## src/design/dbg_trig_pkg.sv

```systemverilog
// Purpose: constants for the debug trigger and status block
// Assumes: 8-bit registers on a plain strobe port, one clock
// Notes: none
package dbg_trig_pkg;
    // ------------------------------------------------------------
    // register offsets
    // ------------------------------------------------------------
    localparam logic [1:0] CONTROL_OFF = 2'h0;
    localparam logic [1:0] SETUP_OFF = 2'h1;
    localparam logic [1:0] FLAGS_OFF = 2'h2;
    // ------------------------------------------------------------
    // field positions and values
    // ------------------------------------------------------------
    localparam int CTL_ENABLE_BIT = 7;
    localparam int CTL_ARM_BIT = 6;
    localparam int CTL_BREAK_BIT = 4;
    localparam int SETUP_QUAL_BIT = 7;
    localparam int SETUP_BEGIN_BIT = 6;
    localparam logic [7:0] SETUP_WMASK = 8'hCF;
    localparam int FLAG_A_BIT = 7;
    localparam int FLAG_B_BIT = 6;
    localparam int FLAG_ARM_BIT = 5;
    localparam logic [7:0] CONTROL_RESET = 8'h00;
    localparam logic [7:0] SETUP_RESET = 8'h00;
    localparam logic [3:0] BUFFER_DEPTH = 4'h8;
    // ------------------------------------------------------------
    // trigger modes
    // ------------------------------------------------------------
    localparam logic [3:0] MODE_A_ONLY = 4'h0;
    localparam logic [3:0] MODE_A_OR_B = 4'h1;
    localparam logic [3:0] MODE_A_THEN_B = 4'h2;
    localparam logic [3:0] MODE_EVENT_B = 4'h3;
    localparam logic [3:0] MODE_A_THEN_EVENT_B = 4'h4;
    localparam logic [3:0] MODE_A_AND_B = 4'h5;
    localparam logic [3:0] MODE_A_AND_NOT_B = 4'h6;
    localparam logic [3:0] MODE_INSIDE = 4'h7;
    localparam logic [3:0] MODE_OUTSIDE = 4'h8;
endpackage

```

## src/design/trigger_decode.sv

```systemverilog
// Purpose: combinational trigger condition decode per mode
// Assumes: comparator hits are qualified already
// Notes: sequential A-then-B state kept by caller
module trigger_decode
    import dbg_trig_pkg::*;
(
    input wire logic [3:0] trigger_mode_code,
    input wire logic hit_a,
    input wire logic hit_b,
    input wire logic data_b,
    input wire logic addr_ge_a,
    input wire logic addr_le_b,
    input wire logic a_seen,
    output logic trigger,
    output logic event_only
);
    always_comb begin
        trigger = 1'b0;
        event_only = 1'b0;
        case (trigger_mode_code)
            MODE_A_ONLY: trigger = hit_a;
            MODE_A_OR_B: trigger = hit_a | hit_b;
            MODE_A_THEN_B: trigger = a_seen & hit_b;
            MODE_EVENT_B: begin
                trigger = hit_b;
                event_only = 1'b1;
            end
            MODE_A_THEN_EVENT_B: begin
                trigger = a_seen & hit_b;
                event_only = 1'b1;
            end
            MODE_A_AND_B: trigger = hit_a & data_b;
            MODE_A_AND_NOT_B: trigger = hit_a & ~data_b;
            MODE_INSIDE: trigger = addr_ge_a & addr_le_b;
            MODE_OUTSIDE: trigger = ~addr_ge_a | ~addr_le_b;
            default: trigger = 1'b0;
        endcase
    end
endmodule

```

## src/design/debug_trigger_status.sv

```systemverilog
// Purpose: debug trigger setup, run control and status flags
// Assumes: comparator and buffer logic outside; one bus clock
// Notes: registers reached over a plain strobe port
//
// The plain strobed port and the register addresses were chosen for this implementation.
module debug_trigger_status
    import dbg_trig_pkg::*;
(
    input wire logic sys_clk,
    input wire logic rst_n,
    input wire logic [1:0] reg_addr,
    input wire logic [7:0] reg_wdata,
    input wire logic reg_wr,
    input wire logic reg_rd,
    output logic [7:0] reg_rdata,
    input wire logic cmp_a_match,
    input wire logic cmp_b_match,
    input wire logic cmp_b_data_match,
    input wire logic addr_ge_a,
    input wire logic addr_le_b,
    input wire logic opcode_exec_a,
    input wire logic opcode_exec_b,
    input wire logic word_store,
    output logic capture_en,
    output logic run_active,
    output logic break_req
);
    typedef struct packed {
        logic [7:0] control;
        logic [7:0] setup;
        logic flag_a;
        logic flag_b;
        logic a_seen;
        logic started;
        logic [3:0] count;
        logic [7:0] rdata;
        logic brk;
    } state_t;

    state_t st_r;
    state_t st_nxt;
    logic hit_a;
    logic hit_b;
    logic trig;
    logic event_only;
    logic armed;
    logic begin_trace;
    logic full;

    function automatic logic qualify(input logic m, input logic ex, input logic tag);
        qualify = tag ? (m & ex) : m;
    endfunction

    // ------------------------------------------------------------
    // trigger conditions
    // ------------------------------------------------------------
    assign hit_a = qualify(cmp_a_match, opcode_exec_a, st_r.setup[SETUP_QUAL_BIT]);
    assign hit_b = qualify(cmp_b_match, opcode_exec_b, st_r.setup[SETUP_QUAL_BIT]);

    trigger_decode u_decode (
        .trigger_mode_code(st_r.setup[3:0]),
        .hit_a(hit_a),
        .hit_b(hit_b),
        .data_b(cmp_b_data_match),
        .addr_ge_a(addr_ge_a),
        .addr_le_b(addr_le_b),
        .a_seen(st_r.a_seen | hit_a),
        .trigger(trig),
        .event_only(event_only)
    );

    assign armed = st_r.control[CTL_ENABLE_BIT] & st_r.control[CTL_ARM_BIT];
    assign begin_trace = event_only | st_r.setup[SETUP_BEGIN_BIT];
    assign full = (st_r.count == BUFFER_DEPTH);
    assign capture_en = armed & (begin_trace ? st_r.started : 1'b1) & ~full;
    assign run_active = armed;
    assign break_req = st_r.brk;
    assign reg_rdata = st_r.rdata;

    // ------------------------------------------------------------
    // next state
    // ------------------------------------------------------------
    always_comb begin
        logic done;
        logic arm_start;
        done = 1'b0;
        arm_start = 1'b0;
        st_nxt = st_r;
        st_nxt.brk = 1'b0;
        st_nxt.rdata = 8'h00;
        if (armed) begin
            if (hit_a) begin
                st_nxt.flag_a = 1'b1;
                st_nxt.a_seen = 1'b1;
            end
            if (hit_b) begin
                st_nxt.flag_b = 1'b1;
            end
            if (trig) begin
                st_nxt.started = 1'b1;
            end
            if (capture_en && word_store) begin
                if (!begin_trace && full) begin
                    st_nxt.count = st_r.count;
                end else begin
                    st_nxt.count = st_r.count + 4'h1;
                end
            end
            if (!begin_trace && word_store && st_r.count != BUFFER_DEPTH) begin
                st_nxt.count = st_r.count + 4'h1;
            end
            if (begin_trace && capture_en && word_store && st_r.count == BUFFER_DEPTH - 4'h1) begin
                done = 1'b1;
            end
            if (!begin_trace && trig) begin
                done = 1'b1;
            end
            if (done) begin
                st_nxt.control[CTL_ARM_BIT] = 1'b0;
                st_nxt.brk = st_r.control[CTL_BREAK_BIT];
            end
        end
        // register writes
        if (reg_wr) begin
            case (reg_addr)
                CONTROL_OFF: begin
                    arm_start = reg_wdata[CTL_ARM_BIT] & reg_wdata[CTL_ENABLE_BIT]
                        & ~armed;
                    st_nxt.control = reg_wdata;
                end
                SETUP_OFF: begin
                    if (!st_r.control[CTL_ARM_BIT]) begin
                        st_nxt.setup = reg_wdata & SETUP_WMASK;
                    end
                end
                default: begin
                    st_nxt.control = st_nxt.control;
                end
            endcase
        end
        if (arm_start) begin
            st_nxt.flag_a = 1'b0;
            st_nxt.flag_b = 1'b0;
            st_nxt.a_seen = 1'b0;
            st_nxt.started = 1'b0;
            st_nxt.count = 4'h0;
        end
        // register reads; buffer reads leave count alone
        if (reg_rd) begin
            case (reg_addr)
                CONTROL_OFF: st_nxt.rdata = st_r.control;
                SETUP_OFF: st_nxt.rdata = st_r.setup & SETUP_WMASK;
                FLAGS_OFF: st_nxt.rdata = {st_r.flag_a, st_r.flag_b, armed, 1'b0,
                    st_r.count};
                default: st_nxt.rdata = 8'h00;
            endcase
        end
    end

    // ------------------------------------------------------------
    // state register
    // ------------------------------------------------------------
    always_ff @(posedge sys_clk or negedge rst_n) begin
        if (!rst_n) begin
            st_r <= '{control: CONTROL_RESET, setup: SETUP_RESET, flag_a: 1'b0,
                flag_b: 1'b0, a_seen: 1'b0, started: 1'b0, count: 4'h0,
                rdata: 8'h00, brk: 1'b0};
        end else begin
            st_r <= st_nxt;
        end
    end
endmodule

```

## config.mk

```make
export PLATFORM = sky130hd
export DESIGN_NAME = debug_trigger_status
export DESIGN_NICKNAME = d
export VERILOG_FILES = /design/src/design/dbg_trig_pkg.sv /design/src/design/trigger_decode.sv /design/src/design/debug_trigger_status.sv
export SDC_FILE = /design/constraint.sdc
export NUM_CORES = 1
export LEC_CHECK = 0
export ABC_CLOCK_PERIOD_IN_PS = 4900
export BUFFER_PORTS_ARGS = -buffer_cell sky130_fd_sc_hd__buf_2
export CAP_MARGIN = 20
export CELL_PAD_IN_SITES_DETAIL_PLACEMENT = 1
export CELL_PAD_IN_SITES_GLOBAL_PLACEMENT = 2
export CORE_ASPECT_RATIO = 0.7
export CORE_MARGIN = 4
export CORE_UTILIZATION = 35
export CTS_CLUSTER_DIAMETER = 100
export DETAILED_ROUTE_END_ITERATION = 16
export GPL_TIMING_DRIVEN = 0
export PLACE_DENSITY = 0.89
export SLEW_MARGIN = 25
export SYNTH_ARGS = -nofsm -noshare
export SYNTH_HDL_FRONTEND = slang
export SYNTH_SLANG_ARGS = --single-unit
```

## constraint.sdc

```tcl
create_clock -name sys_clk -period 4.9 [get_ports sys_clk]
set_input_delay 0.735 -clock sys_clk [delete_from_list [all_inputs] [get_ports sys_clk]]
set_output_delay 0.735 -clock sys_clk [all_outputs]
set_load 0.05 [all_outputs]
```

==> metrics.md, run 1 <==
| Metric | Value |
|---|---|
| Run status | `completed` |
| Gr ovfl total | `0` |
| Synth Register Bits | `30` |
| Worst skew pair latency | `roughly 0.27 ns` |
| RSZ-0062 raised after global routing | `false` |
| Die Wd | `around 90 um` |
| Crit-path max cell delay | `between 0.4 and 0.5 ns` |
| Slew @ Worst Pin | `~0.64 ns` |
| Placed insts | `approximately 230` |
| I/O pin count | `33` |
| Drt drc | `0` |
| Worst setup path class | `reg2out` |
| CTS Buf Count | `5` |
| Die Footprint | `5703 sq um` |
| Worst Setup SP | `st_r[19]$_DFFE_PN0P_` |
| Final setup vio count | `0` |
| Commonest cells post-synth | `dfrtp_1, nand2_1, mux2_2, buf_4, o21ai_0` |
| Die height | `about 64 um` |
| WL final | `about 3.6 mm` |
| Drt pass-1 iters | `4` |
| Crit path cell chain | `nor4b_2 -> a311oi_2 -> o21ai_0 -> nor2_1 -> buf_2` |
| Worst setup EP type | `output pin` |
| Worst EP required | `between 4 and 5 ns` |
| Drt via density | `between 4 and 5` |
| CTS tree | `built` |
| Initial Util | `between 30 and 40%` |
| Clock slew at reported path FFs | `~0.060 ns` |
| Data arrival at the endpoint of the critical path | `around 1.9 ns` |
| Vias | `between 1000 and 1500` |
| RR Startpoint | `st_r[18]$_DFFE_PN0P_` |
| Post-DR wirelength/cell | `15.08 um` |
| Synth area leader | `dfrtp_1` |
| Fraction of registers with async set/reset | `100.0%` |
| Post-synth top area share | `around 47%` |
| Power per cell area | `479.3 nW/um^2` |
| Synth top area cells | `dfrtp_1, mux2_2, mux2i_1, buf_4, nand2_1` |
| Worst Reg-to-Reg Cells | `6` |
| Syn_nets | `between 150 and 200` |
| Design area | `approximately 1900 sq um` |
| Fin crit period | `around 2.7 ns` |
| H-tree levels | `2` |
| EDFF count, synth | `0` |
| Syn avg cell area | `about 11 sq um` |
| Post-CTS Hold Buffers | `0` |
| Mapped Area | `1590 sq um` |
| CP startpoint kind | `register` |
| Most common cell in the netlist | `dfrtp_1` |
| First-pass GRT wire length | `roughly 6 mm` |
| Fill count | `slightly above 500` |
| Syn-to-layout area delta | `19.59%` |
| Gr usage total | `approximately 14%` |
| # Post-CTS Setup Buffers | `0` |
| # diodes | `0` |
| Yosys warnings | `0` |
| Final Hold Fails | `0` |
| CTS sink count | `30` |
| Post-synthesis sequential area ratio | `a little under half` |
| Largest net degree at the start of global routing | `31` |
| CORE AREA | `about 4400 sq um` |
| Worst relative slew slack | `around 57%` |
| Crit path max-delay cell type | `a311oi_2` |
| Fin Setup TNS | `0 ns` |
| Reg-to-reg endpoint | `st_r[10]$_DFFE_PN0P_` |
| Slew Limit Fails | `0` |
| Post-synth top flop | `dfrtp_1` |
| Vias in the first global route | `between 1000 and 1500` |
| Tcrit/Tclk final | `between 50% and 60%` |
| Initial antenna violation count | `0` |
| Num rows | `20` |
| Peak VDD IR | `roughly 0.00027 V` |
| # nets final | `between 200 and 250` |
| CTS root buf | `clkbuf_8` |
| Share of post-route cells with drive strength above 1 | `37.91%` |
| DRT antenna net count | `0` |
| Distinct cells, synth | `40` |
| Leak pwr | `between 0.8 and 0.9 nW` |
| Non-Filler Instances | `between 200 and 250` |
| Setup Skew | `about 0.0036 ns` |
| Post-CTS sizing | `0` |
| HP Class | `in2async` |
| Maximum clock rate | `374.1 MHz` |
| Placer Congestion | `slightly below 0.8` |
| Port bufs | `32` |
| Placed cell areas | `between 1500 and 2000 sq um` |
| FF-to-FF setup slack | `just under 3 ns` |
| Critical Path Fanout Max | `8` |
| Post-Synthesis Cells | `roughly 140` |
| Max Cap Viol | `0` |
| Clock Path Buffers | `2` |
| Multi-input logic area | `around 740 sq um` |
| Initial DRC Count | `58` |
| Sequential Area | `about 750 sq um` |
| HPWL Detailed | `approximately 2.8 mm` |
-- report_power, final --
| part | leakage (nW) | internal [W] | total [W] | switching, W |
|---|---|---|---|---|
| registers | 0.378 | 0.000316 | 0.000383 | 0.0000669 |
| logic | 0.478 | 0.000152 | 0.000341 | 0.000189 |
| clock network | 0.0431 | 0.000108 | 0.000187 | 0.0000796 |
| total | 0.899 | 0.000576 | 0.000912 | 0.000336 |
-- stage by stage --
stage	power (W)	hold slack (ns)	util, %	worst slack (ns)
4_1_cts	0.0009244	0.4982	43.68	2.208
6_report	0.0009116	0.4840	43.68	2.227
5_1_grt	0.0009783	0.5207	43.68	2.082
3_3_place_gp	0.0007089	0.4913	41.78	2.575
2_1_floorplan	0.0006311	0.4394	-	2.421
3_5_place_dp	0.0007335	0.4853	41.78	2.477
-- how the worst max path moves through the flow --
stage                           endpoint  cells past startpoint  slack, ns
floorplan                     capture_en                      4       2.42
global placement    st_r[15]$_DFFE_PN0P_                      6       2.57
detailed placement  st_r[11]$_DFFE_PN0P_                      7       2.48
CTS                           capture_en                      5       2.21
global route                  capture_en                      5       2.08
finish                        capture_en                      5       2.23
-- layout by cell type (no fill, tap or decap), types with 3 or more instances in the layout --
master,netlist,final
buf_2,2,34
dfrtp_1,30,30
nand2_1,17,17
mux2_2,13,13
o21ai_0,9,9
buf_4,9,9
mux2i_1,8,8
and2_1,7,7
clkbuf_8,0,6
clkbuf_1,3,3
inv_1,3,3
nand2b_1,3,3
nand3_1,3,3
o31ai_1,3,3
-- critical path: cells and delay by family, from the launching register on --
family	cells	cell delay (ns)
compound gates	2	0.63
flops	1	0.45
simple gates	2	0.31
buf+inv	1	0.27
-- routing by layer --
metal  wire (um)  part of all wire [%]  up-vias  GRT usage [%]
li1            -                     -      582              -
met1        1726                    48      572          19.18
met2        1624                    45       23          20.71
met3         182                   5.1        6          4.768
met4          39                   1.1        0          3.962
met5           0                     0        -              0
-- cell type report --
class	count	area share [%]
plain buffers	14	4.671
clock buffers	6	4.342
inverters	4	0.7895
multi-input cells	96	38.68
flip-flops and latches	30	39.47
well taps	55	3.618
repair buffers	32	8.421
-- kinds of logic (layout without fill, tap and decap cells) --
family	after synthesis	in the layout	synth area share [%]
AO/OA/AOI/OAI	25	25	12.04
XOR/XNOR	1	1	0.5508
adder cells (fa/ha/maj)	2	2	1.573
buffers and inverters	18	56	6.530
flip-flops	30	30	47.21
multiplexers	22	22	15.18
AND/OR/NAND/NOR	46	46	16.92
-- registers in the layout (all words and copies together), names as in the netlist --
name / cells
st_r: 21
reg_rdata: 8
break_req: 1
No activity file was read; power rests on OpenSTA's default activity.
==> run 2: changes to the inputs <==
--- a/config.mk
+++ b/config.mk
@@ -5,18 +5,18 @@
 export SDC_FILE = /design/constraint.sdc
 export NUM_CORES = 1
 export LEC_CHECK = 0
-export ABC_CLOCK_PERIOD_IN_PS = 4900
+export ABC_CLOCK_PERIOD_IN_PS = 2200
 export BUFFER_PORTS_ARGS = -buffer_cell sky130_fd_sc_hd__buf_2
 export CAP_MARGIN = 20
 export CELL_PAD_IN_SITES_DETAIL_PLACEMENT = 1
 export CELL_PAD_IN_SITES_GLOBAL_PLACEMENT = 2
 export CORE_ASPECT_RATIO = 0.7
 export CORE_MARGIN = 4
-export CORE_UTILIZATION = 35
+export CORE_UTILIZATION = 31
 export CTS_CLUSTER_DIAMETER = 100
 export DETAILED_ROUTE_END_ITERATION = 16
 export GPL_TIMING_DRIVEN = 0
-export PLACE_DENSITY = 0.89
+export PLACE_DENSITY = 0.85
 export SLEW_MARGIN = 25
 export SYNTH_ARGS = -nofsm -noshare
 export SYNTH_HDL_FRONTEND = slang
==> constraint.sdc (replaced) <==
create_clock -name sys_clk -period 2.2 [get_ports sys_clk]
set_input_delay 0.33 -clock sys_clk [delete_from_list [all_inputs] [get_ports sys_clk]]
set_output_delay 0.33 -clock sys_clk [all_outputs]
set_load 0.05 [all_outputs]
==> run 2 against run 1 <==
Sequential power increased by 130%. Largest cell class unchanged. Register-to-register slack got worse by 2.7 ns. Global-route usage down 0.32 points. Sequential share of layout area fell by 0.48 points. Largest power group unchanged. Design area grew 1.6%. Critical path type unchanged. Clock power grew 120%.
==> metrics.md, run 2 (synthesis gave the netlist of run 1 again) <==
| Metric | Value |
|---|---|
| Slew Limit Fails | `0 (unchanged)` |
| Drt via density | `4.846 (was 4.992)` |
| Worst setup EP type | `output pin (unchanged)` |
| Leak pwr | `0.9021 nW (was 0.8994 nW)` |
| Vias | `1226 (was 1183)` |
| Placed insts | `245 (was 231)` |
| CTS sink count | `30 (unchanged)` |
| HPWL Detailed | `3.064 mm (was 2.808 mm)` |
| Post-DR wirelength/cell | `15.60 um (was 15.08 um)` |
| Placer Congestion | `0.7294 (was 0.7879)` |
| Drt drc | `0 (unchanged)` |
| Gr usage total | `13.63% (was 13.95%)` |
| Maximum clock rate | `roughly 500 MHz` |
| Crit-path max cell delay | `0.36 ns (was 0.47 ns)` |
| Share of post-route cells with drive strength above 1 | `38.59% (was 37.91%)` |
| Peak VDD IR | `0.0004360 V (was 0.0002718 V)` |
| CP startpoint kind | `register (unchanged)` |
| Initial antenna violation count | `0 (unchanged)` |
| Die Footprint | `6358 sq um (was 5703 sq um)` |
| Worst EP required | `1.87 ns (was 4.16 ns)` |
| Crit path max-delay cell type | `dfrtp_1 (was a311oi_2)` |
| Critical Path Fanout Max | `10 (was 8)` |
| CTS root buf | `clkbuf_8 (unchanged)` |
| CP Buf/Inv Count | `2 (was 1)` |
| # nets final | `208 (was 207)` |
| Setup Skew | `0.004821 ns (was 0.003582 ns)` |
| Die height | `67.93 um (was 64.40 um)` |
| Run status | `completed (unchanged)` |
| Power per cell area | `1073 nW/um^2 (was 479.3 nW/um^2)` |
| # diodes | `0 (unchanged)` |
| Clock Path Buffers | `2 (unchanged)` |
| First-pass GRT wire length | `6.665 mm (was 6.016 mm)` |
| Slew @ Worst Pin | `0.6585 ns (was 0.6438 ns)` |
| Data arrival at the endpoint of the critical path | `1.67 ns (was 1.94 ns)` |
| Worst skew pair latency | `0.28 ns (was 0.27 ns)` |
| Post-CTS Hold Buffers | `0 (unchanged)` |
| Cell family with most CP delay | `buffers and inverters (was compound AO/OA/AOI/OAI gates)` |
| Top reg by flops | `st_r (unchanged)` |
| Final setup vio count | `0 (unchanged)` |
| Final Hold Fails | `0 (unchanged)` |
| Fin Setup TNS | `0 ns (unchanged)` |
| Non-Filler Instances | `253 (was 237)` |
| I/O pin count | `33 (unchanged)` |
| Tcrit/Tclk final | `91.07%` |
| Worst relative slew slack | `56.10% (was 57.08%)` |
| Initial DRC Count | `28 (was 58)` |
| CTS Buf Count | `5 (unchanged)` |
| Die Wd | `93.61 um (was 88.57 um)` |
| Largest net degree at the start of global routing | `31 (unchanged)` |
| RSZ-0062 raised after global routing | `false (unchanged)` |
| Port bufs | `32 (unchanged)` |
| Commonest non-fill, non-tap cells in the layout | `buf_2, dfrtp_1, nand2_1 (unchanged)` |
| CTS tree | `built (unchanged)` |
| Crit path cell chain | `buf_4 -> nor4b_4 -> a311oi_2 -> o21ai_0 -> nor2_1 -> buf_2 (was nor4b_2 -> a311oi_2 -> o21ai_0 -> nor2_1 -> buf_2)` |
| Max reg flops | `21 (unchanged)` |
| Commonest non-fill, non-tap cell in the layout | `buf_2 (unchanged)` |
| CORE AREA | `4861 sq um (was 4354 sq um)` |
| Initial Util | `32.72% (was 36.52%)` |
| Vias in the first global route | `1360 (was 1236)` |
| Worst setup path class | `reg2out (unchanged)` |
| Num rows | `21 (was 20)` |
| WL final | `3.947 mm (was 3.573 mm)` |
| Clock slew at reported path FFs | `0.06 ns (about the same)` |
| Syn-to-layout area delta | `21.48% (was 19.59%)` |
| Gr ovfl total | `0 (unchanged)` |
| DRT antenna net count | `0 (unchanged)` |
| HP Class | `in2async (unchanged)` |
| Max Cap Viol | `0 (unchanged)` |
| H-tree levels | `2 (unchanged)` |
| Fin crit period | `2.004 ns` |
| Drt pass-1 iters | `4 (unchanged)` |
run 2: changes by cell type in the layout (fill, tap and decap cells not counted), sizes merged:
cell	change
clkbuf	+1
buf	+1
run 2: layout make-up:
cell class,instances,area (sq um)
fillers,558,2929
well taps,69,86.33
multi-input cells,96,744.5
plain buffers,14,88.84
repair buffers,33,167.7
flip-flops and latches,30,753.2
clock buffers,7,76.32
inverters,4,15.01
run 2: routing by layer:
layer  part of all wire [%]  global-route usage (%)
met5                      0                       0
met4                   0.61                   2.703
met3                    4.9                   4.066
met2                     47                   22.71
met1                     48                   17.81
run 2: timing repair:
item,in CTS,in global routing
endpoints found under the setup margin,1,1
resized for setup,0,3
setup buffers,1,0
pin swaps,1,0
run 2: final timing paths:
path | cells past startpoint | to | slack, ns | start
worst max register to register | 7 | st_r[10]$_DFFE_PN0P_ | 0.23 | st_r[18]$_DFFE_PN0P_
worst min-delay path | 1 | st_r[12]$_DFFE_PN0P_ | 0.08 | rst_n
worst min register to register | 1 | st_r[15]$_DFFE_PN0P_ | 0.51 | st_r[15]$_DFFE_PN0P_
worst max-delay path | 6 | capture_en | 0.20 | st_r[18]$_DFFE_PN0P_
max in group asynchronous | 1 | st_r[19]$_DFFE_PN0P_ | 1.65 | rst_n
min in group sys_clk | 2 | st_r[29]$_DFFE_PN0P_ | 0.29 | reg_wdata[4]
run 2: stage by stage:
step                setup slack [ns]  total power [W]  instance area [sq um]  hold WS (ns)  util [%]
floorplan                     0.1260         0.001406                   1590       0.03441         -
global placement              0.2736         0.001584                   1837        0.3825     37.79
detailed placement            0.1389         0.001640                   1837        0.4041     37.79
CTS                          0.09828         0.002074                   1921        0.1008     39.51
global route                 0.04078         0.002220                   1932        0.1457     39.74
finish                        0.1965         0.002073                   1932       0.07578     39.74
run 2: where the power goes:
| part | internal [W] | total, W | switching (W) |
|---|---|---|---|
| Clock | 0.000217 | 0.000408 | 0.000191 |
| Combinational | 0.000360 | 0.000796 | 0.000436 |
| Sequential | 0.000708 | 0.000869 | 0.000162 |
==> run 3: changes to the inputs <==
--- a/config.mk
+++ b/config.mk
@@ -16,7 +16,7 @@
 export CTS_CLUSTER_DIAMETER = 100
 export DETAILED_ROUTE_END_ITERATION = 16
 export GPL_TIMING_DRIVEN = 0
-export PLACE_DENSITY = 0.85
+export PLACE_DENSITY_LB_ADDON = 0.1
 export SLEW_MARGIN = 25
 export SYNTH_ARGS = -nofsm -noshare
 export SYNTH_HDL_FRONTEND = slang
==> run 3 against run 2 <==
Cell count decreased by 0.40%. Combinational power decreased by 2%. Core utilization decreased by 0.10 points. Design area decreased by 0.26%. Total power decreased by 0.74%. Via count decreased by 2.2%. Non-clock buffer count unchanged. Clock power increased by 5.1%.
==> metrics.md, run 3 (synthesis gave the netlist of run 1 again) <==
| Metric | Value |
|---|---|
| Num rows | `21 (unchanged)` |
| Gr ovfl total | `0 (unchanged)` |
| Tcrit/Tclk final | `93.64% (was 91.07%)` |
| Post-CTS Hold Buffers | `0 (unchanged)` |
| Design area | `1927 sq um (was 1932 sq um)` |
| # diodes | `0 (unchanged)` |
| Vias in the first global route | `1227 (was 1360)` |
| Slew Limit Fails | `0 (unchanged)` |
| Final worst slack | `0.1399 ns (was 0.1965 ns)` |
| Syn-to-layout area delta | `21.16% (was 21.48%)` |
| H-tree levels | `2 (unchanged)` |
| Final Hold Fails | `0 (unchanged)` |
| Worst setup path class | `reg2out (unchanged)` |
| Worst EP required | `1.87 ns (about the same)` |
| Final setup vio count | `0 (unchanged)` |
| Clock Path Buffers | `2 (unchanged)` |
| CTS root buf | `clkbuf_8 (unchanged)` |
| Data arrival at the endpoint of the critical path | `1.73 ns (was 1.67 ns)` |
| Post-CTS sizing | `0 (unchanged)` |
| Drt via density | `4.758 (was 4.846)` |
| Worst skew pair latency | `0.27 ns (was 0.28 ns)` |
| Drt pass-1 iters | `3 (was 4)` |
| CTS sink count | `30 (unchanged)` |
| CP Buf/Inv Count | `1 (was 2)` |
| DRT antenna net count | `0 (unchanged)` |
| Initial DRC Count | `37 (was 28)` |
| Power per cell area | `1068 nW/um^2 (was 1073 nW/um^2)` |
| WL final | `3.872 mm (was 3.947 mm)` |
| Crit path cell chain | `nor4b_2 -> a311oi_2 -> o21ai_0 -> nor2_1 -> buf_2 (was buf_4 -> nor4b_4 -> a311oi_2 -> o21ai_0 -> nor2_1 -> buf_2)` |
| Maximum clock rate | `485.4 MHz (was 499.1 MHz)` |
| Dpl ws | `0.1177 ns (was 0.1389 ns)` |
| Worst relative slew slack | `55.55% (was 56.10%)` |
| Largest net degree at the start of global routing | `31 (unchanged)` |
| Cell family with most CP delay | `compound AO/OA/AOI/OAI gates (was buffers and inverters)` |
| Die Footprint | `6358 sq um (unchanged)` |
| CORE AREA | `4861 sq um (unchanged)` |
| Setup Skew | `0.006102 ns (was 0.004821 ns)` |
| Run status | `completed (unchanged)` |
| Clock slew at reported path FFs | `0.06 ns (about the same)` |
| Top reg by flops | `st_r (unchanged)` |
| Gr usage total | `13.31% (was 13.63%)` |
| HP Class | `in2async (unchanged)` |
| Max Cap Viol | `0 (unchanged)` |
| Initial Util | `32.72% (unchanged)` |
| CTS tree | `built (unchanged)` |
| Vias | `1199 (was 1226)` |
| Share of post-route cells with drive strength above 1 | `38.25% (was 38.59%)` |
| Port bufs | `32 (unchanged)` |
| CP startpoint kind | `register (unchanged)` |
| Drt drc | `0 (unchanged)` |
| CTS Buf Count | `5 (unchanged)` |
| Commonest non-fill, non-tap cell in the layout | `buf_2 (unchanged)` |
| Placed cell areas | `1837 sq um (unchanged)` |
| Initial antenna violation count | `0 (unchanged)` |
| Crit-path max cell delay | `0.44 ns (was 0.36 ns)` |
| Post-DR wirelength/cell | `15.37 um (was 15.60 um)` |
| Peak VDD IR | `0.0003396 V (was 0.0004360 V)` |
| I/O pin count | `33 (unchanged)` |
| Crit path max-delay cell type | `dfrtp_1 (unchanged)` |
| Worst hold margin | `0.07914 ns (was 0.07578 ns)` |
| Worst setup EP type | `output pin (unchanged)` |
| First-pass GRT wire length | `6.361 mm (was 6.665 mm)` |
| Critical Path Fanout Max | `8 (was 10)` |
| Slew @ Worst Pin | `0.6667 ns (was 0.6585 ns)` |
| HPWL Detailed | `2.996 mm (was 3.064 mm)` |
| Placer Congestion | `0.6948 (was 0.7294)` |
| Die height | `67.93 um (unchanged)` |
| Util after Layout | `39.64% (was 39.74%)` |
| Fin crit period | `2.060 ns (was 2.004 ns)` |
| # nets final | `208 (unchanged)` |
| Die Wd | `93.61 um (unchanged)` |
| Max reg flops | `21 (unchanged)` |
| Leak pwr | `0.9038 nW (was 0.9021 nW)` |
| Commonest non-fill, non-tap cells in the layout | `buf_2, dfrtp_1, nand2_1 (unchanged)` |
[run 3: final timing paths]
kind                                       from                   end  slack, ns  depth (start not counted)
max                        st_r[19]$_DFFE_PN0P_            capture_en       0.14                          5
min reg2reg                st_r[15]$_DFFE_PN0P_  st_r[15]$_DFFE_PN0P_       0.50                          1
min                                       rst_n  st_r[10]$_DFFE_PN0P_       0.08                          1
min in group sys_clk               reg_wdata[4]  st_r[29]$_DFFE_PN0P_       0.29                          2
max in group asynchronous                 rst_n  st_r[27]$_DFFE_PN0P_       1.67                          1
max reg2reg                st_r[18]$_DFFE_PN0P_  st_r[10]$_DFFE_PN0P_       0.19                          7
[run 3: layout make-up]
type | instances | area, sq um
timing repair buffer | 33 | 167.7
buffer | 14 | 88.84
sequential | 30 | 750.7
clock buffer | 6 | 82.58
fill | 577 | 2934
tap | 69 | 86.33
inverter | 4 | 15.01
multi-input combinational | 96 | 735.7
[run 3: repair_timing]
item	in CTS	in global routing
hold endpoints to repair	0	0
setup endpoints to repair	1	1
setup buffers	0	1
pin swaps	1	1
[run 3: metal layers]
metal / track usage (%) / up-vias / part of all wire, %
met4: 3.243 / 0 / 0.59
li1: - / 584 / -
met5: 0 / - / 0
met3: 4.176 / 4 / 3.8
met1: 17.33 / 593 / 49
met2: 21.82 / 18 / 47
[run 3: stage by stage]
| step | total power [W] | TNS (ns) | cells |
|---|---|---|---|
| floorplan | 0.001406 | 0 | 144 |
| global placement | 0.001600 | 0 | 245 |
| detailed placement | 0.001637 | 0 | 245 |
| CTS | 0.002076 | 0 | 251 |
| global route | 0.002212 | -0.004712 | 252 |
| finish | 0.002058 | 0 | 252 |
[run 3: power by group]
| part | switching (W) | internal, W | leakage (nW) |
|---|---|---|---|
| registers | 0.000148 | 0.000704 | 0.378 |
| clock network | 0.000189 | 0.000241 | 0.0431 |
| logic | 0.000425 | 0.000353 | 0.483 |
| total | 0.000761 | 0.00130 | 0.904 |
